===== config.mk =====
export PLATFORM = sky130hd
export DESIGN_NAME = dadd_core
export DESIGN_NICKNAME = d
export VERILOG_FILES = /design/src/dadd_pkg.sv /design/src/dadd_core.sv
export SDC_FILE = /design/constraint.sdc
export NUM_CORES = 1
export LEC_CHECK = 0
export ABC_AREA = 1
export ABC_CLOCK_PERIOD_IN_PS = 7250
export BUFFER_PORTS_ARGS = -buffer_cell sky130_fd_sc_hd__buf_2
export CORE_MARGIN = 2
export CORE_UTILIZATION = 45
export CTS_CLUSTER_SIZE = 10
export DETAILED_ROUTE_END_ITERATION = 12
export MAX_ROUTING_LAYER = met4
export PLACE_DENSITY_LB_ADDON = 0.08
export REMOVE_ABC_BUFFERS = 1
export SLEW_MARGIN = 20
export SYNTH_ARGS = -nofsm -noshare
export SYNTH_HDL_FRONTEND = slang
export SYNTH_SLANG_ARGS = --single-unit

===== constraint.sdc =====
create_clock -name CLK -period 7.25 [get_ports CLK]
set_input_delay 0 -clock CLK [delete_from_list [all_inputs] [get_ports CLK]]
set_output_delay 0 -clock CLK [all_outputs]
set_load 0.01 [all_outputs]

===== src/dadd_pkg.sv =====
package dadd_pkg;
	// ========================================
	// register map (word offsets as byte addresses)
	localparam logic [7:0] DADD_ADDR_STEP = 8'h00;
	localparam logic [7:0] DADD_ADDR_CTRL = 8'h04;
	localparam logic [7:0] DADD_ADDR_CLKDIV = 8'h08;
	localparam logic [7:0] DADD_ADDR_MODE = 8'h0C;
	localparam logic [7:0] DADD_ADDR_SETPT = 8'h10;
	localparam logic [7:0] DADD_ADDR_ONTIME = 8'h14;
	localparam logic [7:0] DADD_ADDR_STATUS = 8'h18;
	localparam logic [7:0] DADD_ADDR_FB = 8'h1C;
	// ========================================
	// field widths and positions
	localparam int DADD_STEPS_W = 5;
	localparam int DADD_SIZE_W = 12;
	localparam int DADD_FLAT_W = 5;
	localparam int DADD_DIVIDER_MANTISSA_W = 8;
	localparam int DADD_EXP_W = 4;
	localparam int DADD_SET_W = 15;
	localparam int DADD_SIZE_LSB = 8;
	localparam int DADD_DEEP_BIT = 5;
	localparam int DADD_EXP_LSB = 8;
	localparam int DADD_PWMSYNC_BIT = 12;
	localparam int DADD_SPSYNC_BIT = 13;
	localparam int DADD_EN_BIT = 15;
	// ========================================
	// reset values and unmapped read data
	localparam logic [7:0] DADD_DIVIDER_MANTISSA_RST = 8'h01;
	localparam logic [3:0] DADD_EXP_RST = 4'h0;
	localparam logic [31:0] DADD_BAD_DATA = 32'h00000000;
	// ========================================
	// autolimit window in pwm cycles
	localparam logic [1:0] DADD_AUTOLIM_CYC = 2'h2;
	// ========================================
	// channel modes
	typedef enum logic [1:0] {
		DADD_MODE_ICC = 2'b00,
		DADD_MODE_PIN = 2'b01,
		DADD_MODE_TIMED = 2'b10,
		DADD_MODE_OFF = 2'b11
	} dadd_mode_e;
	// dither phases
	typedef enum logic [1:0] {
		DADD_PH_RISE = 2'b00,
		DADD_PH_TOP = 2'b01,
		DADD_PH_FALL = 2'b10,
		DADD_PH_BOT = 2'b11
	} dadd_phase_e;
endpackage


===== src/dadd_core.sv =====
`timescale 1ns/1ps
module dadd_core (
	input wire logic CLK,
	input wire logic RST_B,
	input wire logic [7:0] ADR_I,
	input wire logic [31:0] DAT_I,
	output logic [31:0] DAT_O,
	input wire logic WE_I,
	input wire logic [3:0] SEL_I,
	input wire logic CYC_I,
	input wire logic STB_I,
	output logic ACK_I_O,
	input wire logic DRIVE_INPUT,
	input wire logic PWM_START,
	input wire logic SETPOINT_REACHED,
	input wire logic [31:0] FB_SAMPLE,
	input wire logic FB_SAMPLE_VALID,
	output logic [15:0] EFFECTIVE_SETPOINT,
	output logic CLAMP_ACTIVE,
	output logic OUTPUT_ON
);
	// ========================================
	// registers
	logic [31:0] step_reg, ctrl_reg, clkdiv_reg, ontime_reg;
	logic [1:0] mode_reg;
	logic [14:0] setpoint;
	logic channel_enable;
	logic [31:0] fb_hold;
	logic pending;
	logic [4:0] act_steps, act_flat;
	logic [11:0] act_size;
	logic act_deep;
	logic [1:0] drv_sync;
	logic [1:0] pwm_sync;
	logic [1:0] spr_sync;
	logic acc;
	logic en_d;
	localparam int DADD_DIVIDER_MANTISSA_W = dadd_pkg::DADD_DIVIDER_MANTISSA_W;
	localparam int DADD_EXP_LSB = dadd_pkg::DADD_EXP_LSB;
	localparam int DADD_SIZE_LSB_L = dadd_pkg::DADD_SIZE_LSB;
	logic period_start;
	wire logic wr = CYC_I && STB_I && WE_I && !ACK_I_O;
	wire logic [7:0] divider_mantissa = clkdiv_reg[DADD_DIVIDER_MANTISSA_W-1:0];
	wire logic [3:0] divider_exponent = clkdiv_reg[DADD_EXP_LSB +: 4];
	wire logic is_icc = mode_reg == dadd_pkg::DADD_MODE_ICC;
	wire logic pwm_lock = clkdiv_reg[dadd_pkg::DADD_PWMSYNC_BIT] && is_icc;
	wire logic sp_lock = clkdiv_reg[dadd_pkg::DADD_SPSYNC_BIT] && is_icc;
	// ========================================
	// wishbone slave
	always_ff @(posedge CLK or negedge RST_B) begin
		if (!RST_B)
			ACK_I_O <= 1'b0;
		else
			ACK_I_O <= CYC_I && STB_I && !ACK_I_O;
	end
	function automatic logic hit(input logic [7:0] a, input logic [7:0] o);
		hit = a == o;
	endfunction
	always_ff @(posedge CLK or negedge RST_B) begin
		if (!RST_B) begin
			step_reg <= 32'h00000000;
			ctrl_reg <= 32'h00000000;
			clkdiv_reg <= {20'h00000, dadd_pkg::DADD_EXP_RST, dadd_pkg::DADD_DIVIDER_MANTISSA_RST};
			ontime_reg <= 32'h00000000;
			mode_reg <= 2'h0;
			setpoint <= 15'h0000;
			channel_enable <= 1'b0;
		end else if (wr && SEL_I == 4'hF) begin
			if (hit(ADR_I, dadd_pkg::DADD_ADDR_STEP))
				step_reg <= DAT_I;
			if (hit(ADR_I, dadd_pkg::DADD_ADDR_CTRL))
				ctrl_reg <= DAT_I;
			if (hit(ADR_I, dadd_pkg::DADD_ADDR_CLKDIV))
				clkdiv_reg <= DAT_I;
			if (hit(ADR_I, dadd_pkg::DADD_ADDR_ONTIME))
				ontime_reg <= DAT_I;
			if (hit(ADR_I, dadd_pkg::DADD_ADDR_MODE))
				mode_reg <= DAT_I[1:0];
			if (hit(ADR_I, dadd_pkg::DADD_ADDR_SETPT)) begin
				setpoint <= DAT_I[14:0];
				channel_enable <= DAT_I[dadd_pkg::DADD_EN_BIT];
			end
		end
	end
	// ========================================
	// pin synchronisers
	always_ff @(posedge CLK or negedge RST_B) begin
		if (!RST_B) begin
			drv_sync <= 2'b00;
			pwm_sync <= 2'b00;
			spr_sync <= 2'b00;
		end else begin
			drv_sync <= {drv_sync[0], DRIVE_INPUT};
			pwm_sync <= {pwm_sync[0], PWM_START};
			spr_sync <= {spr_sync[0], SETPOINT_REACHED};
		end
	end
	logic pwm_d, spr_d;
	always_ff @(posedge CLK or negedge RST_B) begin
		if (!RST_B) begin
			pwm_d <= 1'b0;
			spr_d <= 1'b0;
			en_d <= 1'b0;
		end else begin
			pwm_d <= pwm_sync[1];
			spr_d <= spr_sync[1];
			en_d <= channel_enable;
		end
	end
	wire logic pwm_edge = pwm_sync[1] && !pwm_d;
	wire logic spr_edge = spr_sync[1] && !spr_d;
	wire logic en_rise = channel_enable && !en_d;
	// ========================================
	// reference clock divider: divider_mantissa << exp cycles
	logic [23:0] div_cnt;
	wire logic [23:0] div_len = 24'({16'h0000, divider_mantissa} << divider_exponent);
	wire logic tick = div_cnt + 24'h000001 >= div_len;
	always_ff @(posedge CLK or negedge RST_B) begin
		if (!RST_B)
			div_cnt <= 24'h000000;
		else if (tick || period_start)
			div_cnt <= 24'h000000;
		else
			div_cnt <= div_cnt + 24'h000001;
	end
	// ========================================
	// pending update flag from control writes
	wire logic ctrl_wr = wr && SEL_I == 4'hF && hit(ADR_I, dadd_pkg::DADD_ADDR_CTRL);
	always_ff @(posedge CLK or negedge RST_B) begin
		if (!RST_B)
			pending <= 1'b0;
		else if (ctrl_wr)
			pending <= 1'b1;
		else if (period_start)
			pending <= 1'b0;
	end
	// ========================================
	// dither generator
	dadd_pkg::dadd_phase_e phase;
	logic [7:0] tcnt;
	logic [16:0] overlay;
	// phase of step k: 2*steps up, flat, 2*steps down, flat
	function automatic dadd_pkg::dadd_phase_e step_ph(input logic [7:0] k,
		input logic [4:0] s, input logic [4:0] f);
		logic [7:0] up;
		logic [7:0] top;
		logic [7:0] dn;
		up = {2'b00, s, 1'b0};
		top = up + {3'b000, f};
		dn = top + up;
		if (k < up)
			step_ph = dadd_pkg::DADD_PH_RISE;
		else if (k < top)
			step_ph = dadd_pkg::DADD_PH_TOP;
		else if (k < dn)
			step_ph = dadd_pkg::DADD_PH_FALL;
		else
			step_ph = dadd_pkg::DADD_PH_BOT;
	endfunction
	wire logic [7:0] len_raw = {1'b0, act_steps, 2'b00}
		+ {2'b00, act_flat, 1'b0};
	wire logic [7:0] plen = (len_raw == 8'h00) ? 8'h01 : len_raw;
	wire logic done = tcnt >= plen;
	wire logic end_period = tick && done;
	wire logic sync_req = (pwm_lock && pwm_edge) || (sp_lock && spr_edge);
	wire logic want_lock = pwm_lock || sp_lock;
	assign period_start = en_rise || (want_lock ? (done && sync_req)
		: end_period);
	wire logic upd = period_start && (pending || en_rise);
	wire logic [4:0] use_steps = upd ? step_reg[4:0] : act_steps;
	wire logic [11:0] use_size = upd ? step_reg[DADD_SIZE_LSB_L +: 12]
		: act_size;
	wire logic [4:0] use_flat = upd ? ctrl_reg[4:0] : act_flat;
	dadd_pkg::dadd_phase_e first_ph;
	dadd_pkg::dadd_phase_e cur_ph;
	assign first_ph = step_ph(8'h00, use_steps, use_flat);
	assign cur_ph = step_ph(tcnt, act_steps, act_flat);
	always_ff @(posedge CLK or negedge RST_B) begin
		if (!RST_B) begin
			act_steps <= 5'h00;
			act_flat <= 5'h00;
			act_size <= 12'h000;
			act_deep <= 1'b0;
		end else if (upd) begin
			act_steps <= use_steps;
			act_size <= use_size;
			act_flat <= use_flat;
			act_deep <= ctrl_reg[dadd_pkg::DADD_DEEP_BIT];
		end
	end
	always_ff @(posedge CLK or negedge RST_B) begin
		if (!RST_B) begin
			phase <= dadd_pkg::DADD_PH_BOT;
			tcnt <= 8'h00;
			overlay <= 17'h00000;
		end else if (period_start) begin
			phase <= first_ph;
			tcnt <= 8'h01;
			if (first_ph == dadd_pkg::DADD_PH_RISE)
				overlay <= {5'h00, use_size};
			else
				overlay <= 17'h00000;
		end else if (tick && !done) begin
			phase <= cur_ph;
			tcnt <= tcnt + 8'h01;
			case (cur_ph)
			dadd_pkg::DADD_PH_RISE:
				overlay <= overlay + {5'h00, act_size};
			dadd_pkg::DADD_PH_FALL:
				overlay <= overlay - {5'h00, act_size};
			default:
				overlay <= overlay;
			endcase
		end
	end
	// ========================================
	// effective setpoint: overlay around average
	wire logic [16:0] amp = 17'(act_steps * act_size);
	wire logic [16:0] sum = {2'b00, setpoint} + overlay - amp;
	always_ff @(posedge CLK or negedge RST_B) begin
		if (!RST_B)
			EFFECTIVE_SETPOINT <= 16'h0000;
		else if (setpoint == 15'h0000)
			EFFECTIVE_SETPOINT <= 16'h0000;
		else
			EFFECTIVE_SETPOINT <= sum[15:0];
	end
	// ========================================
	// autolimit clamp
	logic [1:0] clamp_cnt;
	logic [14:0] sp_d;
	always_ff @(posedge CLK or negedge RST_B) begin
		if (!RST_B) begin
			clamp_cnt <= 2'h0;
			sp_d <= 15'h0000;
		end else begin
			sp_d <= setpoint;
			if (sp_d != setpoint)
				clamp_cnt <= dadd_pkg::DADD_AUTOLIM_CYC;
			else if (pwm_edge && clamp_cnt != 2'h0)
				clamp_cnt <= clamp_cnt - 2'h1;
		end
	end
	always_ff @(posedge CLK or negedge RST_B) begin
		if (!RST_B)
			CLAMP_ACTIVE <= 1'b0;
		else
			CLAMP_ACTIVE <= clamp_cnt != 2'h0 || (act_deep && is_icc);
	end
	// ========================================
	// direct drive
	logic [23:0] dd_cnt;
	wire logic [23:0] ton_len = 24'({16'h0000, ontime_reg[7:0]} << divider_exponent);
	wire logic active = channel_enable && setpoint != 15'h0000;
	always_ff @(posedge CLK or negedge RST_B) begin
		if (!RST_B)
			dd_cnt <= 24'h000000;
		else if (dd_cnt + 24'h000001 >= div_len)
			dd_cnt <= 24'h000000;
		else
			dd_cnt <= dd_cnt + 24'h000001;
	end
	always_ff @(posedge CLK or negedge RST_B) begin
		if (!RST_B)
			OUTPUT_ON <= 1'b0;
		else if (!active)
			OUTPUT_ON <= 1'b0;
		else if (mode_reg == dadd_pkg::DADD_MODE_PIN)
			OUTPUT_ON <= drv_sync[1];
		else if (mode_reg == dadd_pkg::DADD_MODE_TIMED)
			OUTPUT_ON <= dd_cnt < ton_len;
		else
			OUTPUT_ON <= 1'b0;
	end
	// ========================================
	// averaged feedback hold
	always_ff @(posedge CLK or negedge RST_B) begin
		if (!RST_B)
			fb_hold <= 32'h00000000;
		else if (FB_SAMPLE_VALID && !(sp_lock && !active))
			fb_hold <= FB_SAMPLE;
	end
	// ========================================
	// read mux
	always_ff @(posedge CLK or negedge RST_B) begin
		if (!RST_B)
			DAT_O <= 32'h00000000;
		else if (CYC_I && STB_I && !WE_I) begin
			case (ADR_I)
			dadd_pkg::DADD_ADDR_STEP: DAT_O <= step_reg;
			dadd_pkg::DADD_ADDR_CTRL: DAT_O <= ctrl_reg;
			dadd_pkg::DADD_ADDR_CLKDIV: DAT_O <= clkdiv_reg;
			dadd_pkg::DADD_ADDR_MODE: DAT_O <= {30'h00000000, mode_reg};
			dadd_pkg::DADD_ADDR_SETPT: DAT_O <= {16'h0000, channel_enable, setpoint};
			dadd_pkg::DADD_ADDR_ONTIME: DAT_O <= ontime_reg;
			dadd_pkg::DADD_ADDR_STATUS: DAT_O <= {12'h000, pending, CLAMP_ACTIVE,
				phase, overlay[15:0]};
			dadd_pkg::DADD_ADDR_FB: DAT_O <= fb_hold;
			default: DAT_O <= dadd_pkg::DADD_BAD_DATA;
			endcase
		end
	end
	// ========================================
	// assertions
	a_zero_setpoint: assert property (@(posedge CLK) disable iff (!RST_B)
		setpoint == 15'h0000 |=> EFFECTIVE_SETPOINT == 16'h0000)
		else $error("overlay present with zero setpoint");
	a_pin_follow: assert property (@(posedge CLK) disable iff (!RST_B)
		(active && mode_reg == dadd_pkg::DADD_MODE_PIN) |=> OUTPUT_ON == $past(drv_sync[1]))
		else $error("output not following drive pin");
	a_deep_clamp: assert property (@(posedge CLK) disable iff (!RST_B)
		(act_deep && is_icc) |=> CLAMP_ACTIVE)
		else $error("deep dither clamp inactive");
	a_enable_restart: assert property (@(posedge CLK) disable iff (!RST_B)
		en_rise |=> tcnt == 8'h01
		&& (overlay == {5'h00, act_size} || overlay == 17'h00000))
		else $error("enable did not restart dither");
	a_period_bound: assert property (@(posedge CLK) disable iff (!RST_B)
		tcnt <= plen)
		else $error("dither step count beyond period");
	a_start_bottom: assert property (@(posedge CLK) disable iff (!RST_B)
		(period_start && !en_rise) |-> overlay == 17'h00000)
		else $error("period started away from bottom");
	a_ctrl_pending: assert property (@(posedge CLK) disable iff (!RST_B)
		ctrl_wr |=> pending)
		else $error("control write not pending");
	a_clamp_start: assert property (@(posedge CLK) disable iff (!RST_B)
		sp_d != setpoint |=> ##1 CLAMP_ACTIVE)
		else $error("clamp not started after setpoint change");
	a_fb_freeze: assert property (@(posedge CLK) disable iff (!RST_B)
		(sp_lock && !active) |=> $stable(fb_hold))
		else $error("feedback changed while frozen");
	a_off_inactive: assert property (@(posedge CLK) disable iff (!RST_B)
		!active |=> !OUTPUT_ON)
		else $error("output on while inactive");
endmodule


# ---- Word level (Yosys, flattened, before mapping)
# Cells that the tools add are included.
dict set report classes {
  addsub 13
  mul 1
  magnitude_cmp 10
  n_eq_ne 12
  shifts 2
  mux 30
  reduce_logical 56
}
# cell n
set ops {}
lappend ops {{$pmux W32 S8} 1}
lappend ops {{$add A24 B1 Y24 const B} 2}
lappend ops {{$ge A24 B24 Y1} 2}
lappend ops {{$mux W24} 2}
lappend ops {{$shl A8 B4 Y24} 2}
lappend ops {{$mux W17} 2}
lappend ops {{$pmux W17 S2} 1}
lappend ops {{$eq A8 B5 Y1 const B} 4}
lappend ops {{$add A7 B6 Y8} 3}
lappend ops {{$lt A24 B24 Y1} 1}
lappend ops {{$mux W12} 2}
lappend ops {{$mux W8} 3}
lappend ops {{$logic_and A1 B1 Y1} 23}
lappend ops {{$add A17 B12 Y17} 1}
lappend ops {{$sub A17 B12 Y17} 1}
lappend ops {{$add A15 B16 Y16} 1}
lappend ops {{$eq A8 B4 Y1 const B} 2}
lappend ops {{$logic_not A8 Y1} 2}
lappend ops {{$mul A5 B12 Y16} 1}
lappend ops {{$mux W16} 1}
lappend ops {{$mux W2} 8}
lappend ops {{$sub A16 B16 Y16} 1}
lappend ops {{$logic_not A15 Y1} 1}
lappend ops {{$ne A15 B15 Y1} 1}
lappend ops {{23 further kinds} 56}
dict set report totals {
  regBits 354
  output_inout_bits 51
  wordCells 155
}

# ---- Depth between registers and ports, before layout
# Gate-level depths: netlist (run 1).
dict set report logic_depth {
  word_depth 18
  ltp_mapped 53
  depth_no_buf 53
}

# ---- Worst setup path before layout (run 1)
# No wires, ideal clock.
dict set report synth_path {
  path_type {register to register}
  startpoint {register act_steps[0]}
  endpoint {register overlay[11]}
  t_arrival_ns 5.273
  required_time_ns 7.120
  path_slack_ns 1.847
  path_stages_with_launch 42
  path_buffers 1
  path_cell_list {dfrtp_1 -> ha_1 -> fa_1 -> a21oi_1 -> nor2_1 -> nor2_1 -> ha_1 -> xor2_1 -> inv_1 -> nand3_1 -> nand2_1 -> xnor2_1 -> ha_1 -> nand2_1 -> o211ai_1 -> nand2_1 -> nand3_1 -> clkbuf_1 -> (+6 left out) -> nor2_1 -> o21ai_0 -> nand2_1 -> nand2_1 -> inv_1 -> nor2_1 -> o21ai_0 -> inv_1 -> nor2_1 -> nor2_1 -> o21bai_1 -> nand2_1 -> inv_1 -> o21ai_0 -> nand2_1 -> a21oi_1 -> o21ai_0 -> a31oi_1}
}
dict set report synth_via {
  elab_chain_cells 18
}
# element line
set synth_lines {}
lappend synth_lines {{start: declaration} dadd_core.sv:30} ;# logic [4:0] act_steps, act_flat;
lappend synth_lines {{start signal: assignment} dadd_core.sv:185} ;# act_steps <= use_steps;
lappend synth_lines {{$add A7 B6 Y8} dadd_core.sv:161} ;# + {2'b00, act_flat, 1'b0};
lappend synth_lines {{$logic_not A8 Y1} dadd_core.sv:162} ;# wire logic [7:0] plen = (len_raw == 8'h00) ? 8'h01 : len_raw;
lappend synth_lines {{$mux W8} dadd_core.sv:162}
lappend synth_lines {{$ge A8 B8 Y1} dadd_core.sv:163} ;# wire logic done = tcnt >= plen;
lappend synth_lines {{$logic_and A1 B1 Y1, on equally long branches} {dadd_core.sv:164, dadd_core.sv:167}}
lappend synth_lines {{$mux W1} dadd_core.sv:167} ;# assign period_start = en_rise || (want_lock ? (done && sync_req)
lappend synth_lines {{$logic_or A1 B1 Y1} dadd_core.sv:167}
lappend synth_lines {{$logic_and A1 B1 Y1} dadd_core.sv:169} ;# wire logic upd = period_start && (pending || en_rise);
lappend synth_lines {{(+2 left out)} --}
lappend synth_lines {{$add A7 B6 Y8} dadd_core.sv:150} ;# dn = top + up;
lappend synth_lines {{$lt A1 B8 Y1} dadd_core.sv:155} ;# else if (k < dn)
lappend synth_lines {{$mux W1} dadd_core.sv:155}
lappend synth_lines {{$mux W2} dadd_core.sv:153} ;# else if (k < top)
lappend synth_lines {{$mux W2} dadd_core.sv:151} ;# if (k < up)
lappend synth_lines {{$logic_not A2 Y1} dadd_core.sv:199} ;# if (first_ph == dadd_pkg::DADD_PH_RISE)
lappend synth_lines {{$mux W12} dadd_core.sv:199}
lappend synth_lines {{$mux W17} dadd_core.sv:196} ;# end else if (period_start) begin
lappend synth_lines {{end signal: assignment} dadd_core.sv:200} ;# overlay <= {5'h00, use_size};
lappend synth_lines {{end signal: assignment} dadd_core.sv:208} ;# overlay <= overlay + {5'h00, act_size};
lappend synth_lines {{end signal: assignment} dadd_core.sv:210} ;# overlay <= overlay - {5'h00, act_size};
lappend synth_lines {{end: declaration} dadd_core.sv:141} ;# logic [16:0] overlay;
# Parallel ways exist; a longest one is shown, timed or not. The select of a mux whose other input is x is not followed.
# A chain may end at the register's enable or synchronous reset.

# ---- Worst setup path in the final report (run 1)
dict set report layout_path {
  startpoint {register act_steps[2]}
  endpoint {register overlay[11]}
}
# Same word-level chain as after synthesis.

==> results.toml, run 1 <==
[status]
status = "complete, no violations"

[timing]
setup_tns_ns = 0
fmax_mhz = 157
maxSlewViolCount = 0
finClkSkew_ns = 0.0340
period_needed_ns = 6.36
setup-violations-final = 0
hold_viol = 0
max_slew_margin_pct = 31.2
rsz0062_at_grt = "false"
tightest_slew_ns = 1.03
timing.final.crit_share_pct = 87.8

[pwr]
ir_worst_vdd_uv = 149
total_power_mw = 4.38
p_leak_nw = 12.6
p_per_area_nw_per_um2 = 173

[clock_network]
clk_pin_slew_ns = 0.06
postCtsSetupBuffers = 0
cts_buffers = 43
ctsResizeCount = 0
clock_path_buffers = 3
clkSinkCount = 353
cts_root_buf = "clkbuf_16"
cts_tree = "done"
htree_num_levels = 2
cts_hold_buf = 80
insertion_delay_ns = 0.60

[critical_path]
cp_slowest_stage_delay_ns = 0.41
startpoint_type = "register"
critPathArrivalTime_ns = 6.88
r2r_cells = 42
reg2reg_to = "overlay[11]"
cp_max_fo = 15
cp.required_ns = 7.76
critPathTopFamily = "compound AO/OA/AOI/OAI gates"
cp_num_buf_inv = 6
crit_path_top_delay_cell = "nand3_1"
cp-end-kind = "register"
timing.rr.start = "act_steps[2]"
r2r_slack_ns = 0.89
worstSetupPathType = "register to register"

[synth]
yosys_warnings = 0
ys.flop_type = "dfrtp_1"
syn_avg_cell_area_um2 = 8.09
netlist_instances = 2722
synth_edf_count = 0
yosysMostFrequentCell = "nand2_1"
ys_seq_area_share_pct = 40.1
synth_top_area_cell = "dfrtp_1"
yosys_register_bits = 353
ys_top_cells_by_area = "dfrtp_1, nand2_1, ha_1"
synth_common_cells = "nand2_1, inv_1, dfrtp_1"
yosys.cell_types.count = 55
synth_top_area_share_pct = 39.8
synth.cell_area_um2 = 22000
synth-async-reset-ratio_pct = 100

[floorplan]
die_w_um = 225
rows = 81
die_h_um = 225
core_um2 = 48600
ios = 136
initial_core_util_pct = 45.3
fp.dieArea_um2 = 50700

[hold_path]
worstHoldStart = "SETPOINT_REACHED"
whs_endpoint = "spr_sync[0]"
hold_class = "input port to register"
hold-path-cell-count = 2

[layout]
area_growth_pct = 15.2
antenna_cells = 0
drive_gt1_share_pct = 9.29
final_nets = 3199

[global_routing]
antenna_found_initial = 1
track_usage_pct = 28.0
grt_max_degree = 144
gr-total-overflow = 0
grt_pass1_vias = 18967
grt_pass1_wl_mm = 107

[drt]
wire_per_inst_um = 18.9
drtIter0Drc = 1472
route.detailed.drc = 0
drt_first_pass_iters = 5
via_count = 18943
drt_wl_total_mm = 66.8
viasPerCell = 5.35
ant_nets = 0

[placed_design]
place.port_buffers = 135
routabilityCongestion = 0.930
hpwl_mm = 48.4

[flow_run]
max-cap-violations = 0
[worst reg2reg max path, delay by kind of cell (launching register included)]
family | cells | cell delay [ns]
compound gates | 15 | 2.49
buf+inv | 6 | 0.48
fa+ha+maj | 4 | 1.26
simple gates | 17 | 1.69
flops | 1 | 0.36
[cells in the final DEF (no fill, tap or decap), drive strengths merged, types with 3 or more instances in the layout]
cell type	netlist	layout
a21oi	121	121
o31ai	8	8
a221oi	26	26
o211ai	19	19
nor4	11	11
xnor2	15	15
a22oi	3	3
fa	59	59
dlygate4sd3	0	80
xor2	59	59
o221ai	8	8
mux2i	5	5
inv	372	375
nand4	29	29
dfrtp	350	350
nor3	40	40
o22ai	18	18
nand3b	4	4
nor2	213	213
a21o	11	11
a31oi	8	8
o2111ai	16	16
nand2	659	659
buf	17	159
ha	155	155
dfstp	3	3
clkinv	1	3
clkbuf	90	56
nand3	76	76
o21bai	9	9
o21ai	299	299
a211oi	6	6
[metrics by stage]
stage                     hold WS (ns)  worst slack, ns  cells  utilization (%)  instance area [µm²]
final                           0.0396            0.885   3540             52.1                25400
after global routing            0.0542           0.0714   3540             52.1                25400
after CTS                      0.00966            0.935   3540             52.1                25400
after detailed placement        0.0262            0.953   3397             47.8                23200
after global placement          0.0189             1.13   3397             47.8                23200
after floorplan                 -0.296             1.83   2616                -                21600
[area by class of cell]
cell class	count	area, µm²
Inverter	373	1400
Clock inverter	7	140
Tap cell	622	778
Clock buffer	56	1170
Timing Repair Buffer	239	1680
Fill cell	4706	23300
Sequential cell	353	8840
Multi-Input combinational cell	1890	11300
[report_power, final]
part	switching, mW	internal, mW
combinational	0.167	0.0925
sequential	0.0169	2.00
clock	0.895	1.21
total	1.08	3.30
[worst max path at each step]
stage	from	endpoint	slack, ns	cells past startpoint
after CTS	div_cnt[0]	phase[1]	0.94	49
after global routing	div_cnt[0]	phase[0]	0.07	52
after global placement	div_cnt[0]	phase[1]	1.13	49
after floorplan	act_steps[0]	overlay[11]	1.83	36
final	act_steps[2]	overlay[11]	0.89	42
after detailed placement	div_cnt[0]	phase[1]	0.95	49
[per-layer routing]
metal | vias to the layer above | track usage (%) | part of all wire, %
met2 | 520 | 43.9 | 46
met1 | 9111 | 38.3 | 46
li1 | 9230 | - | -
met5 | - | - | 0
met3 | 82 | 4.42 | 5.9
met4 | 0 | 6.39 | 1.9
[cell families (layout without fill, tap and decap cells)]
| group | count (synthesis) | in the layout | synth area share [%] |
|---|---|---|---|
| adders and majority gates | 214 | 214 | 14.2 |
| DFF | 353 | 353 | 40.1 |
| other | 1 | 2 | 0.0170 |
| and+or+nand+nor | 1037 | 1037 | 19.4 |
| xor gates and xnor gates | 74 | 74 | 2.94 |
| muxes | 5 | 5 | 0.227 |
| buffers and inverters | 480 | 675 | 8.38 |
| AOI/OAI and AO/OA | 558 | 558 | 14.7 |
No activity file was read; power rests on OpenSTA's default activity.
==> run 2: changes to the inputs <==
--- a/config.mk
+++ b/config.mk
@@ -7,5 +7,5 @@
 export LEC_CHECK = 0
 export ABC_AREA = 1
-export ABC_CLOCK_PERIOD_IN_PS = 7250
+export ABC_CLOCK_PERIOD_IN_PS = 7200
 export BUFFER_PORTS_ARGS = -buffer_cell sky130_fd_sc_hd__buf_2
 export CORE_MARGIN = 2
==> constraint.sdc (replaced) <==
create_clock -name CLK -period 7.2 [get_ports CLK]
set_input_delay 0 -clock CLK [delete_from_list [all_inputs] [get_ports CLK]]
set_output_delay 0 -clock CLK [all_outputs]
set_load 0.05 [all_outputs]
==> run 2 against run 1 <==
Compared with the run above: via count fell by 0.27%; flip-flop and latch count did not move; count of clock-buffer cells in the layout fell by 2; worst hold slack improved by 0.0050 ns; wire length rose by 0.19%; core utilization barely moved; sequential power barely moved; worst setup slack improved by 0.0050 ns; design area barely moved; register-to-register slack barely moved; critical endpoint unchanged; largest power group unchanged; highest routed layer unchanged.
==> results.toml, run 2 (synthesized netlist as in run 1, its figures left out) <==
[floorplan]
rows = 81
die_h_um = 225
ios = 136
initial_core_util_pct = 45.3
fp.dieArea_um2 = 50700
core_um2 = 48600
die_w_um = 225

[clock_network]
cts_root_buf = "clkbuf_16"
insertion_delay_ns = 0.60
cts_tree = "done"
clock_path_buffers = 3
ctsResizeCount = 0
htree_num_levels = 2
cts_buffers = 43
clk_pin_slew_ns = 0.06
clkSinkCount = 353
postCtsSetupBuffers = 0
cts_hold_buf = 79

[global_routing]
grt_pass1_wl_mm = 107
grt_max_degree = 144
gr-total-overflow = 0
antenna_found_initial = 1
track_usage_pct = 28.0
grt_pass1_vias = 18834

[critical_path]
worstSetupPathType = "register to register"
crit_path_top_delay_cell = "nand3_1"
r2r_slack_ns = 0.89
reg2reg_to = "overlay[11]"
cp_max_fo = 15
timing.rr.start = "act_steps[2]"
cp-end-kind = "register"
cp_slowest_stage_delay_ns = 0.42
critPathArrivalTime_ns = 6.83
r2r_cells = 42
startpoint_type = "register"
cp.required_ns = 7.72
crit_path_start = "act_steps[2]"

[drt]
ant_nets = 0
viasPerCell = 5.34
drt_first_pass_iters = 8
route.detailed.drc = 0
drt_wl_total_mm = 66.9
drtIter0Drc = 1387
wire_per_inst_um = 18.9
via_count = 18892

[hold_path]
worstHoldStart = "ADR_I[2]"
hold-path-cell-count = 6
whs_endpoint = "DAT_O[16]"
hold_class = "input port to register"

[pwr]
p_int_mw = 3.32
ir_worst_vdd_uv = 168
power.share.combinational_pct = 6.2
switchingPower_mw = 1.10
clkPwrFrac_pct = 47.7
p_leak_nw = 12.6
p_per_area_nw_per_um2 = 174
switching_share_pct = 24.9
p_seq_share_pct = 46.1

[flow_run]
max-cap-violations = 0

[timing]
setup-violations-final = 0
finClkSkew_ns = 0.0133
rsz0062_at_grt = "false"
fmax_mhz = 158
timing.final.crit_share_pct = 87.6
maxSlewViolCount = 0
max_slew_margin_pct = 30.4
holdWs_ns = 0.0446
setup_tns_ns = 0
hold_viol = 0
period_needed_ns = 6.31
tightest_slew_ns = 1.04

[layout]
area_growth_pct = 15.3
drive_gt1_share_pct = 9.32
antenna_cells = 0
layout_commonest_cell = "nand2_1"
layout_common_cells = "nand2_1, inv_1, dfrtp_1"
nFillCells = 4655
final_nets = 3199

[placed_design]
routabilityCongestion = 0.930
place.port_buffers = 135
hpwl_mm = 48.5

[status]
status = "complete, no violations"
## run 2: area by class of cell
| class | instances | area [µm²] | area share [%] |
|---|---|---|---|
| multi-input combinational | 1890 | 11300 | 44.7 |
| sequential | 353 | 8840 | 34.8 |
| timing repair buffer | 239 | 1700 | 6.69 |
| inverter | 373 | 1400 | 5.52 |
| clock buffer | 54 | 1160 | 4.56 |
| tap | 622 | 778 | 3.07 |
| clock inverter | 8 | 155 | 0.611 |
## run 2: worst max-delay path by stage
| stage | depth (start not counted) | endpoint |
|---|---|---|
| final | 42 | overlay[11] |
| after global routing | 49 | phase[1] |
| after CTS | 49 | phase[1] |
| after detailed placement | 49 | phase[1] |
| after global placement | 49 | phase[1] |
| after floorplan | 36 | overlay[11] |
## run 2: power groups by stage
| stage | clock [mW] | combinational, mW | sequential, mW |
|---|---|---|---|
| 6_report | 2.10 | 0.276 | 2.03 |
| 3_5_place_dp | 0 | 0.242 | 2.07 |
| 5_1_grt | 2.22 | 0.308 | 2.04 |
| 3_3_place_gp | 0 | 0.237 | 2.07 |
| 2_1_floorplan | 0 | 0.104 | 2.08 |
| 4_1_cts | 2.15 | 0.276 | 2.03 |
## run 2: layer usage
metal	track usage, %	part of all wire, %	up-vias
met4	6.99	2.2	0
met3	3.68	5.0	86
met2	43.6	46	485
met5	-	0	-
met1	38.9	47	9100
li1	-	-	9221
## run 2: through the flow
stage          cell area, µm²  std cells  util, %  setup WS (ns)  total power, mW
6_report                25400       3539     52.2          0.890             4.41
2_1_floorplan           21600       2616        -           1.78             2.18
4_1_cts                 25300       3538     52.1          0.897             4.46
3_3_place_gp            23200       3397     47.8           1.08             2.31
5_1_grt                 25400       3539     52.2         0.0318             4.56
3_5_place_dp            23200       3397     47.8          0.919             2.31
## run 2: worst max-delay path, delay by kind of cell (launching register included)
family,cells,cell delay (ns)
adders and majority gates,4,1.26
and+or+nand+nor,17,1.71
AOI/OAI and AO/OA,15,2.43
buffers and inverters,6,0.49
DFF,1,0.36
==> run 3: changes to the inputs <==
MAX_ROUTING_LAYER = default   (was met4)
==> run 3 against run 2 <==
Compared with the run above: total power is 0.69% lower; cell count up 0.25%; non-clock buffer count rose by 2; via count increased by 0.22%; clock power barely moved; critical path type unchanged; sequential power barely moved; core utilization about the same; first-iteration DRC count is 6.6% higher; the run now ends with hold timing left; critical path depth up 1; worst setup slack better by 0.034 ns; worst hold slack got worse by 0.063 ns.
==> results.toml, run 3 (synthesized netlist as in run 1, its figures left out) <==
[clock_network]
clk_pin_slew_ns = 0.06
cts_root_buf = "clkbuf_16"
cts_buffers = 44
postCtsSetupBuffers = 0
cts_tree = "done"
insertion_delay_ns = 0.61
clkSinkCount = 353
htree_num_levels = 2
clock_path_buffers = 3

[layout]
final_nets = 3202
antenna_cells = 0
layout_commonest_cell = "nand2_1"
drive_gt1_share_pct = 9.40
layout_common_cells = "nand2_1, inv_1, dfrtp_1"
fin_cells = 3548
post-route-util_pct = 52.2
area_growth_pct = 15.3

[floorplan]
core_um2 = 48600
fp.dieArea_um2 = 50700
ios = 136
die_h_um = 225
rows = 81
initial_core_util_pct = 45.3
die_w_um = 225

[drt]
drtIter0Drc = 1478
route.detailed.drc = 0
viasPerCell = 5.34
ant_nets = 0
drt_first_pass_iters = 7
via_count = 18934
drt_wl_total_mm = 66.2
wire_per_inst_um = 18.7

[timing]
max_slew_margin_pct = 31.1
fmax_mhz = 159
timing.final.ws_setup_ns = 0.924
rsz0062_at_grt = "false"
setup-violations-final = 0
hold_viol = 8
timing.final.crit_share_pct = 87.2
holdWs_ns = -0.0186
tightest_slew_ns = 1.03
setup_tns_ns = 0
finClkSkew_ns = 0.0304
maxSlewViolCount = 0
period_needed_ns = 6.28

[critical_path]
cp.required_ns = 7.69
reg2reg_to = "overlay[11]"
cp-end-kind = "register"
startpoint_type = "register"
cp_num_buf_inv = 7
timing.critical_path.mode_cell = "nand2_1"
crit_path_top_delay_cell = "nand3_1"
r2r_cells = 43
cp.depth = 43
crit_path_start = "act_steps[2]"
cp_slowest_stage_delay_ns = 0.43
worstSetupPathType = "register to register"
timing.rr.start = "act_steps[2]"
critPathArrivalTime_ns = 6.76
r2r_slack_ns = 0.92
cp_max_fo = 15
critPathTopFamily = "simple AND/OR/NAND/NOR gates"

[placed_design]
place.port_buffers = 135
place_ws_ns = 0.902
routabilityCongestion = 0.957
dp_cells = 3399
hpwl_mm = 48.3

[global_routing]
track_usage_pct = 27.2
grt_max_degree = 81
busiest_layer = "met2"
gr-total-overflow = 0
met2_usage_pct = 42.8
antenna_found_initial = 0
met3_usage_pct = 3.61
grt_pass1_vias = 18890
grt_pass1_wl_mm = 107
grt.met1_usage_pct = 39.3

[pwr]
p_per_area_nw_per_um2 = 173
ir_worst_vdd_uv = 160
total_power_mw = 4.38
p_leak_nw = 12.6

[status]
violations = "hold timing"
status = "finished, violations left"

[flow_run]
max-cap-violations = 0

[hold_path]
hold_class = "input port to async pin"
[run 3: cell types whose count changed in the layout (fill, tap and decap cells not counted), sizes merged]
| cell | delta |
|---|---|
| clkinv | -1 |
| dlygate4sd3 | +1 |
| buf | +1 |
| bufinv | -2 |
| clkbuf | +9 |
| clkinvlp | +1 |
[run 3: final cells by class]
cell class	instances	area, µm²
Inverter	373	1410
Fill cell	4650	23300
Clock buffer	63	1240
Tap cell	622	778
Sequential cell	353	8840
Timing Repair Buffer	241	1680
Clock inverter	6	86.3
Multi-Input combinational cell	1890	11300
[run 3: how the worst max path moves through the flow]
stage                              to
after floorplan           overlay[11]
after global placement       phase[1]
after detailed placement     phase[1]
after CTS                    phase[1]
after global routing         phase[1]
final                     overlay[11]
[run 3: repair_timing]
item | in CTS | in global routing
endpoints found under the hold margin | 270 | 0
endpoints found under the setup margin | 0 | 2
resized for setup | 0 | 3
hold buffers | 80 | 0
[run 3: per-stage QoR]
stage	instance area (µm²)	hold slack [ns]
floorplan	21600	-0.296
global placement	23200	0.0141
detailed placement	23200	0.0263
CTS	25400	0.000516
global route	25400	0.0301
finish	25400	-0.0186
[run 3: per-layer routing]
| metal | vias to the layer above | part of all wire, % | routed length, µm |
|---|---|---|---|
| li1 | 9248 | - | - |
| met1 | 9059 | 47 | 31400 |
| met2 | 534 | 45 | 29500 |
| met3 | 93 | 5.6 | 3700 |
| met4 | 0 | 2.4 | 1580 |
| met5 | - | 0 | 0 |
[run 3: report_power, final]
group | switching (mW) | internal [mW]
Sequential | 0.0166 | 2.02
Combinational | 0.179 | 0.0926
Clock | 0.883 | 1.19
[run 3: worst register-to-register path, delay by kind of cell (launching register included)]
kind / cells / cell delay (ns)
adders and majority gates: 4 / 1.30
and+or+nand+nor: 18 / 2.06
DFF: 1 / 0.35
xor gates and xnor gates: 1 / 0.09
buffers and inverters: 7 / 0.57
AOI/OAI and AO/OA: 13 / 1.82
